<file path="src/pkg/szsvc_pkg.sv">
package szsvc_pkg;
   // ********************
   // register map
   // ********************
   localparam int unsigned REG_AW = 8;
   localparam logic [7:0] OFS_INSTR = 8'h00;
   localparam logic [7:0] OFS_SRC = 8'h04;
   localparam logic [7:0] OFS_RESULT = 8'h08;
   localparam logic [7:0] OFS_XER = 8'h0C;
   localparam logic [7:0] OFS_CR0 = 8'h10;
   localparam logic [7:0] OFS_MSR = 8'h14;
   localparam logic [7:0] OFS_CTR = 8'h18;
   localparam logic [7:0] OFS_LR = 8'h1C;
   localparam logic [7:0] OFS_CIA = 8'h20;
   localparam logic [7:0] OFS_STATUS = 8'h24;
   localparam logic [1:0] RESP_OKAY = 2'h0;
   localparam logic [1:0] RESP_SLVERR = 2'h2;
   localparam logic [31:0] WORD_ZERO = 32'h0000_0000;

   // ********************
   // instruction fields (bit 0 of the word is the lsb)
   // ********************
   localparam int IB_OPC_HI = 31;
   localparam int IB_OPC_LO = 26;
   localparam int IB_OE = 10;
   localparam int IB_XO_HI = 9;
   localparam int IB_XO_LO = 1;
   localparam int IB_FLAG = 0;
   localparam int IB_ABS = 1;
   localparam int IB_LINK = 0;
   localparam int IB_VIDX_HI = 11;
   localparam int IB_VIDX_LO = 5;
   localparam int IB_IMM_HI = 15;
   localparam logic [5:0] OPC_NEG_ADD = 6'h1F;
   localparam logic [5:0] OPC_TRAP = 6'h11;
   localparam logic [8:0] XO_NEG_ADD = 9'h0C8;

   // ********************
   // status register fields
   // ********************
   localparam int XER_SO = 31;
   localparam int XER_OFLOW = 30;
   localparam int XER_COUT = 29;
   localparam int CR0_NEG = 3;
   localparam int CR0_POS = 2;
   localparam int CR0_ZERO = 1;
   localparam int CR0_SO = 0;
   localparam int MSR_XIRQ = 15;
   localparam int MSR_USER = 14;
   localparam int MSR_FPX = 11;
   localparam int MSR_VBASE = 6;
   localparam int MSR_HALF = 16;
   localparam int ST_NEG = 0;
   localparam int ST_TRAP = 1;
   localparam int ST_BAD = 2;
   localparam int ST_CNT_LO = 16;

   // ********************
   // vector and sequencing constants
   // ********************
   localparam logic VEC_LEAD = 1'b1;
   localparam logic [4:0] VEC_PAD = 5'h00;
   localparam logic [12:0] VEC_ABS_OFS = 13'h1FE0;
   localparam logic [31:0] INSN_STEP = 32'h0000_0004;
   localparam logic [31:0] MSR_RST = 32'h0000_0000;
endpackage

</file>
<file path="src/pkg/szsvc_exec_if.sv">
`timescale 1ns/1ns
interface szsvc_exec_if;
   logic [31:0] instr;
   logic [31:0] src;
   logic [31:0] msr;
   logic [31:0] cia;
   logic cin;
   logic so_in;
   logic [31:0] sum;
   logic cout;
   logic oflow_out;
   logic so_out;
   logic [3:0] cr0_out;
   logic [31:0] tgt;
   logic [31:0] ctr;
   logic [31:0] lnk;
   logic [31:0] msr_out;
   modport core (
      output instr, src, msr, cia, cin, so_in,
      input sum, cout, oflow_out, so_out, cr0_out, tgt, ctr, lnk, msr_out
   );
   modport arith (
      input instr, src, cin, so_in,
      output sum, cout, oflow_out, so_out, cr0_out
   );
   modport trap (
      input instr, msr, cia,
      output tgt, ctr, lnk, msr_out
   );
endinterface

</file>
<file path="src/szsvc_top.sv">
`timescale 1ns/1ns
module szsvc_top
   import szsvc_pkg::*;
#(
   parameter logic [31:0] VEC_BASE_LO = 32'h0000_0000,
   parameter logic [31:0] VEC_BASE_HI = 32'hFFF0_0000
) (
   input wire logic CLK_SYS_IN,
   input wire logic NRST_IN,
   input wire logic [REG_AW-1:0] S_AXI_AWADDR_IN,
   input wire logic S_AXI_AWVALID_IN,
   output logic S_AXI_AWREADY_OUT,
   input wire logic [31:0] S_AXI_WDATA_IN,
   input wire logic [3:0] S_AXI_WSTRB_IN,
   input wire logic S_AXI_WVALID_IN,
   output logic S_AXI_WREADY_OUT,
   output logic [1:0] S_AXI_BRESP_OUT,
   output logic S_AXI_BVALID_OUT,
   input wire logic S_AXI_BREADY_IN,
   input wire logic [REG_AW-1:0] S_AXI_ARADDR_IN,
   input wire logic S_AXI_ARVALID_IN,
   output logic S_AXI_ARREADY_OUT,
   output logic [31:0] S_AXI_RDATA_OUT,
   output logic [1:0] S_AXI_RRESP_OUT,
   output logic S_AXI_RVALID_OUT,
   input wire logic S_AXI_RREADY_IN,
   output logic SVC_INT_OUT
);
   // ********************
   // elaboration checks
   // ********************
   // the vector offset is added, not or-ed, so bases must leave it room
   if (VEC_BASE_LO[12:0] != 13'h0000) begin : g_chk_lo
      $error("low vector base must be 8 KiB aligned");
   end
   if (VEC_BASE_HI[12:0] != 13'h0000) begin : g_chk_hi
      $error("high vector base must be 8 KiB aligned");
   end
   // decode case items are compared at the bus address width
   if (REG_AW != $bits(OFS_INSTR)) begin : g_chk_aw
      $error("register address width differs from the map");
   end
   // the relative offset must fill the same width as the absolute one
   if ($bits(VEC_LEAD) + IB_VIDX_HI - IB_VIDX_LO + 1 + $bits(VEC_PAD)
      != $bits(VEC_ABS_OFS)) begin : g_chk_ofs
      $error("vector offset fields do not add up");
   end

   // ********************
   // state
   // ********************
   typedef struct packed {
      logic aw_got;
      logic [REG_AW-1:0] aw_addr;
      logic w_got;
      logic [31:0] w_data;
      logic [3:0] w_strb;
      logic awready;
      logic wready;
      logic bvalid;
      logic [1:0] bresp;
      logic arready;
      logic rvalid;
      logic [1:0] rresp;
      logic [31:0] rdata;
      logic go;
      logic [31:0] instr;
      logic [31:0] src;
      logic [31:0] res;
      logic cout;
      logic oflow;
      logic so;
      logic [3:0] cr0;
      logic [31:0] msr;
      logic [31:0] ctr;
      logic [31:0] lr;
      logic [31:0] cia;
      logic last_neg;
      logic last_trap;
      logic last_bad;
      logic [15:0] trap_cnt;
      logic irq;
   } szsvc_st_s;

   szsvc_st_s r;
   szsvc_st_s n;
   szsvc_exec_if x ();

   logic is_neg;
   logic is_trap;
   logic [REG_AW-1:0] w_word;
   logic [REG_AW-1:0] r_word;
   logic [31:0] xer_word;
   logic [31:0] st_word;

   function automatic logic [31:0] merge(
      input logic [31:0] old,
      input logic [31:0] d,
      input logic [3:0] s
   );
      logic [31:0] m;
      m = old;
      for (int i = 0; i < 4; i++) begin
         if (s[i]) begin
            m[8*i +: 8] = d[8*i +: 8];
         end
      end
      return m;
   endfunction

   // ********************
   // execution units
   // ********************
   assign x.instr = r.instr;
   assign x.src = r.src;
   assign x.msr = r.msr;
   assign x.cia = r.cia;
   assign x.cin = r.cout;
   assign x.so_in = r.so;

   szsvc_arith u_arith (
      .x(x)
   );

   szsvc_trap #(
      .VEC_BASE_LO(VEC_BASE_LO),
      .VEC_BASE_HI(VEC_BASE_HI)
   ) u_trap (
      .x(x)
   );

   // ********************
   // decode
   // ********************
   always_comb begin
      is_trap = (r.instr[IB_OPC_HI:IB_OPC_LO] == OPC_TRAP);
      is_neg = (r.instr[IB_OPC_HI:IB_OPC_LO] == OPC_NEG_ADD)
         && (r.instr[IB_XO_HI:IB_XO_LO] == XO_NEG_ADD);
      w_word = {r.aw_addr[REG_AW-1:2], 2'b00};
      r_word = {S_AXI_ARADDR_IN[REG_AW-1:2], 2'b00};
   end

   // ********************
   // read views of packed state
   // ********************
   always_comb begin
      xer_word = WORD_ZERO;
      xer_word[XER_SO] = r.so;
      xer_word[XER_OFLOW] = r.oflow;
      xer_word[XER_COUT] = r.cout;
      st_word = WORD_ZERO;
      st_word[ST_NEG] = r.last_neg;
      st_word[ST_TRAP] = r.last_trap;
      st_word[ST_BAD] = r.last_bad;
      st_word[31:ST_CNT_LO] = r.trap_cnt;
   end

   // ********************
   // next state
   // ********************
   always_comb begin
      n = r;
      n.go = 1'b0;
      n.irq = 1'b0;

      // write channel: address and data latched independently
      if (S_AXI_AWVALID_IN && r.awready) begin
         n.aw_got = 1'b1;
         n.aw_addr = S_AXI_AWADDR_IN;
      end
      if (S_AXI_WVALID_IN && r.wready) begin
         n.w_got = 1'b1;
         n.w_data = S_AXI_WDATA_IN;
         n.w_strb = S_AXI_WSTRB_IN;
      end
      if (r.bvalid && S_AXI_BREADY_IN) begin
         n.bvalid = 1'b0;
      end
      // a register write never meets an execution: bvalid stands in that cycle
      if (r.aw_got && r.w_got && !r.bvalid) begin
         n.aw_got = 1'b0;
         n.w_got = 1'b0;
         n.bvalid = 1'b1;
         n.bresp = RESP_OKAY;
         unique case (w_word)
            OFS_INSTR: begin
               n.instr = merge(r.instr, r.w_data, r.w_strb);
               n.go = 1'b1;
            end
            OFS_SRC: n.src = merge(r.src, r.w_data, r.w_strb);
            OFS_XER: begin
               n.so = r.w_strb[3] ? r.w_data[XER_SO] : r.so;
               n.oflow = r.w_strb[3] ? r.w_data[XER_OFLOW] : r.oflow;
               n.cout = r.w_strb[3] ? r.w_data[XER_COUT] : r.cout;
            end
            OFS_CR0: n.cr0 = r.w_strb[0] ? r.w_data[3:0] : r.cr0;
            OFS_MSR: n.msr = merge(r.msr, r.w_data, r.w_strb);
            OFS_CTR: n.ctr = merge(r.ctr, r.w_data, r.w_strb);
            OFS_LR: n.lr = merge(r.lr, r.w_data, r.w_strb);
            OFS_CIA: n.cia = merge(r.cia, r.w_data, r.w_strb);
            OFS_RESULT, OFS_STATUS: n.bresp = RESP_OKAY;
            default: n.bresp = RESP_SLVERR;
         endcase
      end
      n.awready = !n.aw_got && !n.bvalid;
      n.wready = !n.w_got && !n.bvalid;

      // read channel: one word per request, answered next cycle
      if (r.rvalid && S_AXI_RREADY_IN) begin
         n.rvalid = 1'b0;
      end
      if (S_AXI_ARVALID_IN && r.arready) begin
         n.rvalid = 1'b1;
         n.rresp = RESP_OKAY;
         unique case (r_word)
            OFS_INSTR: n.rdata = r.instr;
            OFS_SRC: n.rdata = r.src;
            OFS_RESULT: n.rdata = r.res;
            OFS_XER: n.rdata = xer_word;
            OFS_CR0: n.rdata = {28'h000_0000, r.cr0};
            OFS_MSR: n.rdata = r.msr;
            OFS_CTR: n.rdata = r.ctr;
            OFS_LR: n.rdata = r.lr;
            OFS_CIA: n.rdata = r.cia;
            OFS_STATUS: n.rdata = st_word;
            default: begin
               n.rdata = WORD_ZERO;
               n.rresp = RESP_SLVERR;
            end
         endcase
      end
      n.arready = !n.rvalid;

      // execution, one cycle after the instruction word lands
      if (r.go) begin
         n.last_neg = is_neg;
         n.last_trap = is_trap;
         n.last_bad = !is_neg && !is_trap;
         if (is_neg) begin
            n.res = x.sum;
            n.cout = x.cout;
            if (r.instr[IB_OE]) begin
               n.oflow = x.oflow_out;
               n.so = x.so_out;
            end
            if (r.instr[IB_FLAG]) begin
               n.cr0 = x.cr0_out;
            end
            n.cia = x.lnk;
         end else if (is_trap) begin
            // exception register and condition field are not touched here
            n.irq = 1'b1;
            n.ctr = x.ctr;
            n.trap_cnt = r.trap_cnt + 16'h0001;
            n.cia = x.tgt;
            if (r.instr[IB_LINK]) begin
               n.lr = x.lnk;
            end
            n.msr = x.msr_out;
         end
      end
   end

   // ********************
   // registers
   // ********************
   always_ff @(posedge CLK_SYS_IN) begin
      if (!NRST_IN) begin
         r <= '0;
         r.msr <= MSR_RST;
      end else begin
         r <= n;
      end
   end

   // ********************
   // outputs
   // ********************
   assign S_AXI_AWREADY_OUT = r.awready;
   assign S_AXI_WREADY_OUT = r.wready;
   assign S_AXI_BRESP_OUT = r.bresp;
   assign S_AXI_BVALID_OUT = r.bvalid;
   assign S_AXI_ARREADY_OUT = r.arready;
   assign S_AXI_RDATA_OUT = r.rdata;
   assign S_AXI_RRESP_OUT = r.rresp;
   assign S_AXI_RVALID_OUT = r.rvalid;
   // single-cycle pulse; the receiver must not expect it to stand
   assign SVC_INT_OUT = r.irq;
endmodule

</file>
<file path="src/szsvc_arith.sv">
`timescale 1ns/1ns
module szsvc_arith
   import szsvc_pkg::*;
(
   szsvc_exec_if.arith x
);
   logic [31:0] opa;
   logic [32:0] wide;
   logic oflow;
   logic so;

   always_comb begin
      opa = ~x.src;
      // inverted source plus carry plus a zero word
      wide = {1'b0, opa} + {32'h0000_0000, x.cin} + {1'b0, WORD_ZERO};
      // zero addend is positive, so only a sign flip of opa can overflow
      oflow = (opa[31] == WORD_ZERO[31]) && (wide[31] != opa[31]);
      // summary copy only advances when the overflow-record form runs
      so = x.instr[IB_OE] ? (x.so_in | oflow) : x.so_in;
      x.sum = wide[31:0];
      x.cout = wide[32];
      x.oflow_out = oflow;
      x.so_out = so;
      x.cr0_out[CR0_NEG] = wide[31];
      x.cr0_out[CR0_POS] = !wide[31] && (wide[31:0] != WORD_ZERO);
      x.cr0_out[CR0_ZERO] = (wide[31:0] == WORD_ZERO);
      x.cr0_out[CR0_SO] = so;
   end
endmodule

</file>
<file path="src/szsvc_trap.sv">
`timescale 1ns/1ns
module szsvc_trap
   import szsvc_pkg::*;
#(
   parameter logic [31:0] VEC_BASE_LO = 32'h0000_0000,
   parameter logic [31:0] VEC_BASE_HI = 32'hFFF0_0000
) (
   szsvc_exec_if.trap x
);
   logic [31:0] base;
   logic [12:0] ofs;

   always_comb begin
      base = x.msr[MSR_VBASE] ? VEC_BASE_HI : VEC_BASE_LO;
      // spare data fields around the index do not steer the target, but bits 15:0 all go into ctr
      if (x.instr[IB_ABS]) begin
         ofs = VEC_ABS_OFS;
      end else begin
         ofs = {VEC_LEAD, x.instr[IB_VIDX_HI:IB_VIDX_LO], VEC_PAD};
      end
      x.tgt = base + {19'h0_0000, ofs};
      x.ctr = {x.instr[IB_IMM_HI:0], x.msr[MSR_HALF-1:0]};
      x.lnk = x.cia + INSN_STEP;
      x.msr_out = x.msr;
      x.msr_out[MSR_XIRQ] = 1'b0;
      x.msr_out[MSR_USER] = 1'b0;
      x.msr_out[MSR_FPX] = 1'b0;
   end
endmodule

</file>
<file path="config.mk">
export PLATFORM = sky130hd
export DESIGN_NAME = szsvc_top
export DESIGN_NICKNAME = d
export VERILOG_FILES = /design/src/pkg/szsvc_pkg.sv /design/src/pkg/szsvc_exec_if.sv /design/src/szsvc_top.sv /design/src/szsvc_arith.sv /design/src/szsvc_trap.sv
export SDC_FILE = /design/constraint.sdc
export NUM_CORES = 1
export LEC_CHECK = 0
export BUFFER_PORTS_ARGS = -buffer_cell sky130_fd_sc_hd__buf_2
export CORE_UTILIZATION = 58
export DETAILED_ROUTE_END_ITERATION = 12
export HOLD_SLACK_MARGIN = 0.06
export PLACE_DENSITY = 0.76
export SETUP_SLACK_MARGIN = 0.5
export SYNTH_ARGS = -nofsm -noshare
export SYNTH_HDL_FRONTEND = slang
export SYNTH_HIERARCHICAL = 1
export SYNTH_SLANG_ARGS = --single-unit
</file>
<file path="constraint.sdc">
create_clock -name CLK_SYS_IN -period 9.9 [get_ports CLK_SYS_IN]
set_clock_uncertainty 0.2 [all_clocks]
set_input_delay 2.475 -clock CLK_SYS_IN [delete_from_list [all_inputs] [get_ports CLK_SYS_IN]]
set_output_delay 2.475 -clock CLK_SYS_IN [all_outputs]
set_load 0.01 [all_outputs]
</file>
* Word level (Yosys, flattened, before mapping)
Index checks and enable logic that the tools add are counted.
Word-level totals: flip-flop bits (word level) 339, input bits 59, output and inout port bits 42
Operators by class: add/sub/neg operators 4, equal/unequal tests 23, multiplexer cells 56, bitwise gates (word level) 6, reductions and logical operators 39
Operators by type and width (number):
- 32-bit one-hot mux with 10 select lines | 1
- 32-bit 2-to-1 mux | 7
- 8-bit 2-to-1 mux | 20
- 155-bit 2-to-1 mux | 1
- 135-bit 2-to-1 mux | 1
- 128-bit 2-to-1 mux | 1
- 96-bit 2-to-1 mux | 1
- 6-bit by 3-bit equality test with 1-bit output (second input constant) | 8
- 37-bit 2-to-1 mux | 1
- 35-bit 2-to-1 mux | 1
- 17-bit 2-to-1 mux | 2
- 32-bit by 1-bit adder with 33-bit output | 1
- 33-bit 2-to-1 mux | 1
- 32-bit by 13-bit adder with 32-bit output | 1
- 32-bit by 3-bit adder with 32-bit output (second input constant) | 1
- 32-bit zero test | 1
- 32-bit NOT | 1
- 32-bit nonzero test | 1
- 3-bit AND reduction | 9
- 6-bit by 2-bit equality test with 1-bit output (second input constant) | 4
- 6-bit by 4-bit equality test with 1-bit output (second input constant) | 4
- 10-bit OR reduction | 2
- 16-bit by 1-bit adder with 16-bit output (second input constant) | 1
- 8-bit zero test | 2
- other kinds (18) | 55

* Depth between registers and ports, before layout
word-level depth 9, mapped depth 16, depth with buffers taken out 16

* Hierarchy
Netlist, hierarchy kept.
Modules (own cells, without submodules):
- szsvc_top | times used 1, cells each 1706, area an instance 15204.6 µm², seq. area each 6706.4 µm²
- szsvc_arith | times used 1, cells each 195, area an instance 1411.4 µm², seq. area each 0.0 µm²
- szsvc_trap | times used 1, cells each 177, area an instance 1285.0 µm², seq. area each 0.0 µm²

* Least setup slack after synthesis
OpenSTA, ideal clock, no wires.
path kind in2reg, start input port S_AXI_ARADDR_IN[4], end register r, in the netlist S_AXI_RDATA_OUT[10], library setup time 74 ps, data arrival time 3975 ps, required time 9626 ps, setup slack 5651 ps, stages 6, path buffers 2, cells stage by stage buf_2 -> nor4b_1 -> and2_0 -> clkbuf_1 -> a221oi_1 -> a31oi_1
Between the ends: longest elaborated chain between the ends 2, elaborated cells between the ends (all ways) 11
Ends and longest elaborated chain:
- from (decl) | RTL line szsvc_top.sv:20 | input wire logic [REG_AW-1:0] S_AXI_ARADDR_IN,
- 6-bit by 4-bit equality test with 1-bit output (tied with other cells) | RTL line szsvc_top.sv:215 | unique case (r_word)
- 32-bit one-hot mux with 10 select lines (*) | RTL line szsvc_top.sv:215
- to (signal assigned) | RTL line szsvc_top.sv:272 | r <= n;
- to (decl) | RTL line szsvc_top.sv:85 | szsvc_st_s r;
Every way passes the cells marked *; elsewhere a longest branch is shown, timed or not. A chain may end at the register's enable or synchronous reset.

* Worst setup path after layout
start input port S_AXI_ARADDR_IN[3], end register r, in the netlist S_AXI_RDATA_OUT[1]
Same word-level chain as after synthesis.

==> out/qor.csv <==
metric,value,unit
path_class,in -> reg,
worstSetupStartpointType,primary input,
drv_slew,0,
fin_nets,2023,
path_clk_slew,0.06,ns
dr_total_vias,15624,
top_layer_used,met4,
synth_edf_count,0,
critical_path.max_fanout,17,
final_hold_viol_count,0,
drt_first_pass_iters,6,
worstHoldPathType,reg -> reg,
hpwl,36.1,mm
dr_wl_met3,4.88,mm
cts_root_buf,clkbuf_16,
cts_tree,done,
layout_worst_path_cycle_share,0.483,
layout_commonest_cell,dfxtp_1,
area_growth,4.03,%
drt_drc_violations_left,0,
drive_gt1_frac,0.118,
critPathBufInv,2,
cp.arrival,4.99,ns
fp.dieArea,31600,µm²
antenna_left,0,
synth_seq_cells,335,
clock_latency,0.52,ns
max_slew.worst_pin.slew,1.08,ns
synth.top_cell.area_share,0.375,
wl_met1,22.2,mm
avgViaCountPerCell,6.59,
multi_input_area,9560,µm²
power,2.82,mW
grt_first_pass_wirelength,83.4,mm
maxSlewHeadroom,0.259,
endpoint,S_AXI_RDATA_OUT[1],
cp.required,10.11,ns
rows,63,
timing.rr.end,r[150],
cts_made_buffers,38,
ir_worst_vdd,0.104,mV
wl_per_cell,22.8,µm
synthFlopType,dfxtp_1,
synth_area,17900,µm²
routed_wirelength,54.2,mm
synth_top_cell_by_area,dfxtp_1,
yosys-top-cells-area,"dfxtp_1 37%, mux2i_1 12%, buf_4 5.5%",
leakage,7.54,nW
ys_async_sr_fraction,0,
synth_cells,2078,
cp.depth,6,
most-common-layout-cells,"335 x dfxtp_1, 207 x mux2i_1, 195 x a21oi_1",
ys_types,86,
cts_setup_buffers,0,
setup_violations,0,
ios,101,
htreeDepth,2,
met2_length,24.7,mm
cpPeakStageDelay,0.83,ns
holdBufCountCts,0,
cp_cell_sequence,buf_2 -> nor2_1 -> and2_1 -> buf_4 -> a22oi_1 -> a311oi_1,
endpoint_kind,flip-flop,
rsz0062_at_grt,false,
initial_core_util,0.596,
die_w,178,µm
die_h,178,µm
core_area,30000,µm²
cts_max_path_buffers,3,
cpMaxStageDelayCell,and2_1,
r2r_slack,5.19,ns
grt_overflow_total,0,
cts_resized,0,
grt_max_degree,131,
clock_sinks,335,
ff_latch_area,6710,µm²
place_congestion,0.954,
yosys_warnings,6,
diodes,0,
grt_pass1_vias,14841,
portBuffers,94,
synth_area_per_cell,8.61,µm²
cp-startpoint,S_AXI_ARADDR_IN[3],
cpLargestDelayFamily,simple AND/OR/NAND/NOR gates,
antenna_found_initial,0,
grt_use_total,0.341,
r2r-start,x.src[4],
max-cap-violations,0,
fmax,209,MHz
power_density,152,nW/µm²
period_needed,4.78,ns
drt_iter0_drc,1886,
setup_tns,0,ns
ys_seq_area_frac,0.375,
nFillCells,2658,
reg2regPathDepth,14,
outcome,finished clean,
-- synthesized netlist by cell type (11+ instances only) --
library cell and number:
xor2_1 19, a31oi_1 30, dfxtp_1 335, and3_1 49, o21ai_0 126, buf_4 131, mux2i_1 207, buf_1 12
o31ai_1 13, or2_2 11, inv_1 15, o22ai_1 35, clkbuf_1 124, and2_1 37, xnor2_1 44, a21oi_1 195
buf_2 15, a222oi_1 17, nand3_1 52, nor3_1 26, nor4_1 14, a2111oi_0 17, a221oi_1 28, a22oi_1 64
nand4_1 18, nand2_1 186, nor2_1 102
-- through the flow --
stage / worst slack, ns / area (µm²) / hold WS (ns) / cells / utilization
after floorplan: 5.65 / 18000 / 0.227 / 2093 / -
after global routing: 5.01 / 18600 / 0.270 / 2372 / 0.620
final: 5.12 / 18600 / 0.248 / 2372 / 0.620
after detailed placement: 4.74 / 17500 / 0.240 / 2309 / 0.582
after global placement: 4.77 / 17500 / 0.235 / 2309 / 0.582
after CTS: 5.25 / 18600 / 0.249 / 2372 / 0.620
-- routing by layer --
metal / vias up / global-route usage
li1: 7207 / -
met1: 7490 / 0.435
met3: 174 / 0.0673
met4: 0 / 0.160
met2: 753 / 0.551
met5: - / 0
-- power by group --
group	total [mW]	switching, mW	internal, mW
Combinational	0.109	0.0777	0.0315
Sequential	1.38	0.0240	1.36
Clock	1.33	0.547	0.784
Total	2.82	0.648	2.17
-- layout make-up --
cell class | count | share of cell area
multi-input combinational | 1450 | 0.513
sequential | 335 | 0.360
clock buffer | 56 | 0.0585
timing repair buffer | 117 | 0.0347
tap | 390 | 0.0262
inverter | 17 | 0.00370
clock inverter | 7 | 0.00356
-- flip-flops by register name, indices dropped and copies added (netlist names), 32 cells and up --
signal	count
S_AXI_RDATA_OUT	32
r	165
x.cia	32
x.instr	32
x.msr	32
x.src	32
-- worst min path at each step --
stage	from	endpoint	slack (ns)	cells after the start
floorplan	r[181]	r[181]	0.23	2
global route	r[182]	r[182]	0.27	2
CTS	r[171]	r[171]	0.25	2
global placement	r[180]	r[180]	0.23	2
finish	r[186]	r[186]	0.25	2
detailed placement	r[171]	r[171]	0.24	2
-- worst min-delay path, stage by stage, from the launching register on --
cell and delay (ns):
dfxtp_1 0.30, nand2_1 0.05, a21oi_1 0.05
-- kinds of logic (layout without fill, tap and decap cells) --
group           Yosys count  after routing  share of synthesized area
compound gates          558            558                      0.192
other cells               3             18                   0.000629
simple gates            594            594                      0.183
xor+xnor                 63             63                     0.0308
fa+ha+maj                 5              5                    0.00349
flops                   335            335                      0.375
buf+inv                 308            197                     0.0966
mux                     212            212                      0.120
Power figures use the tool's default switching activity.
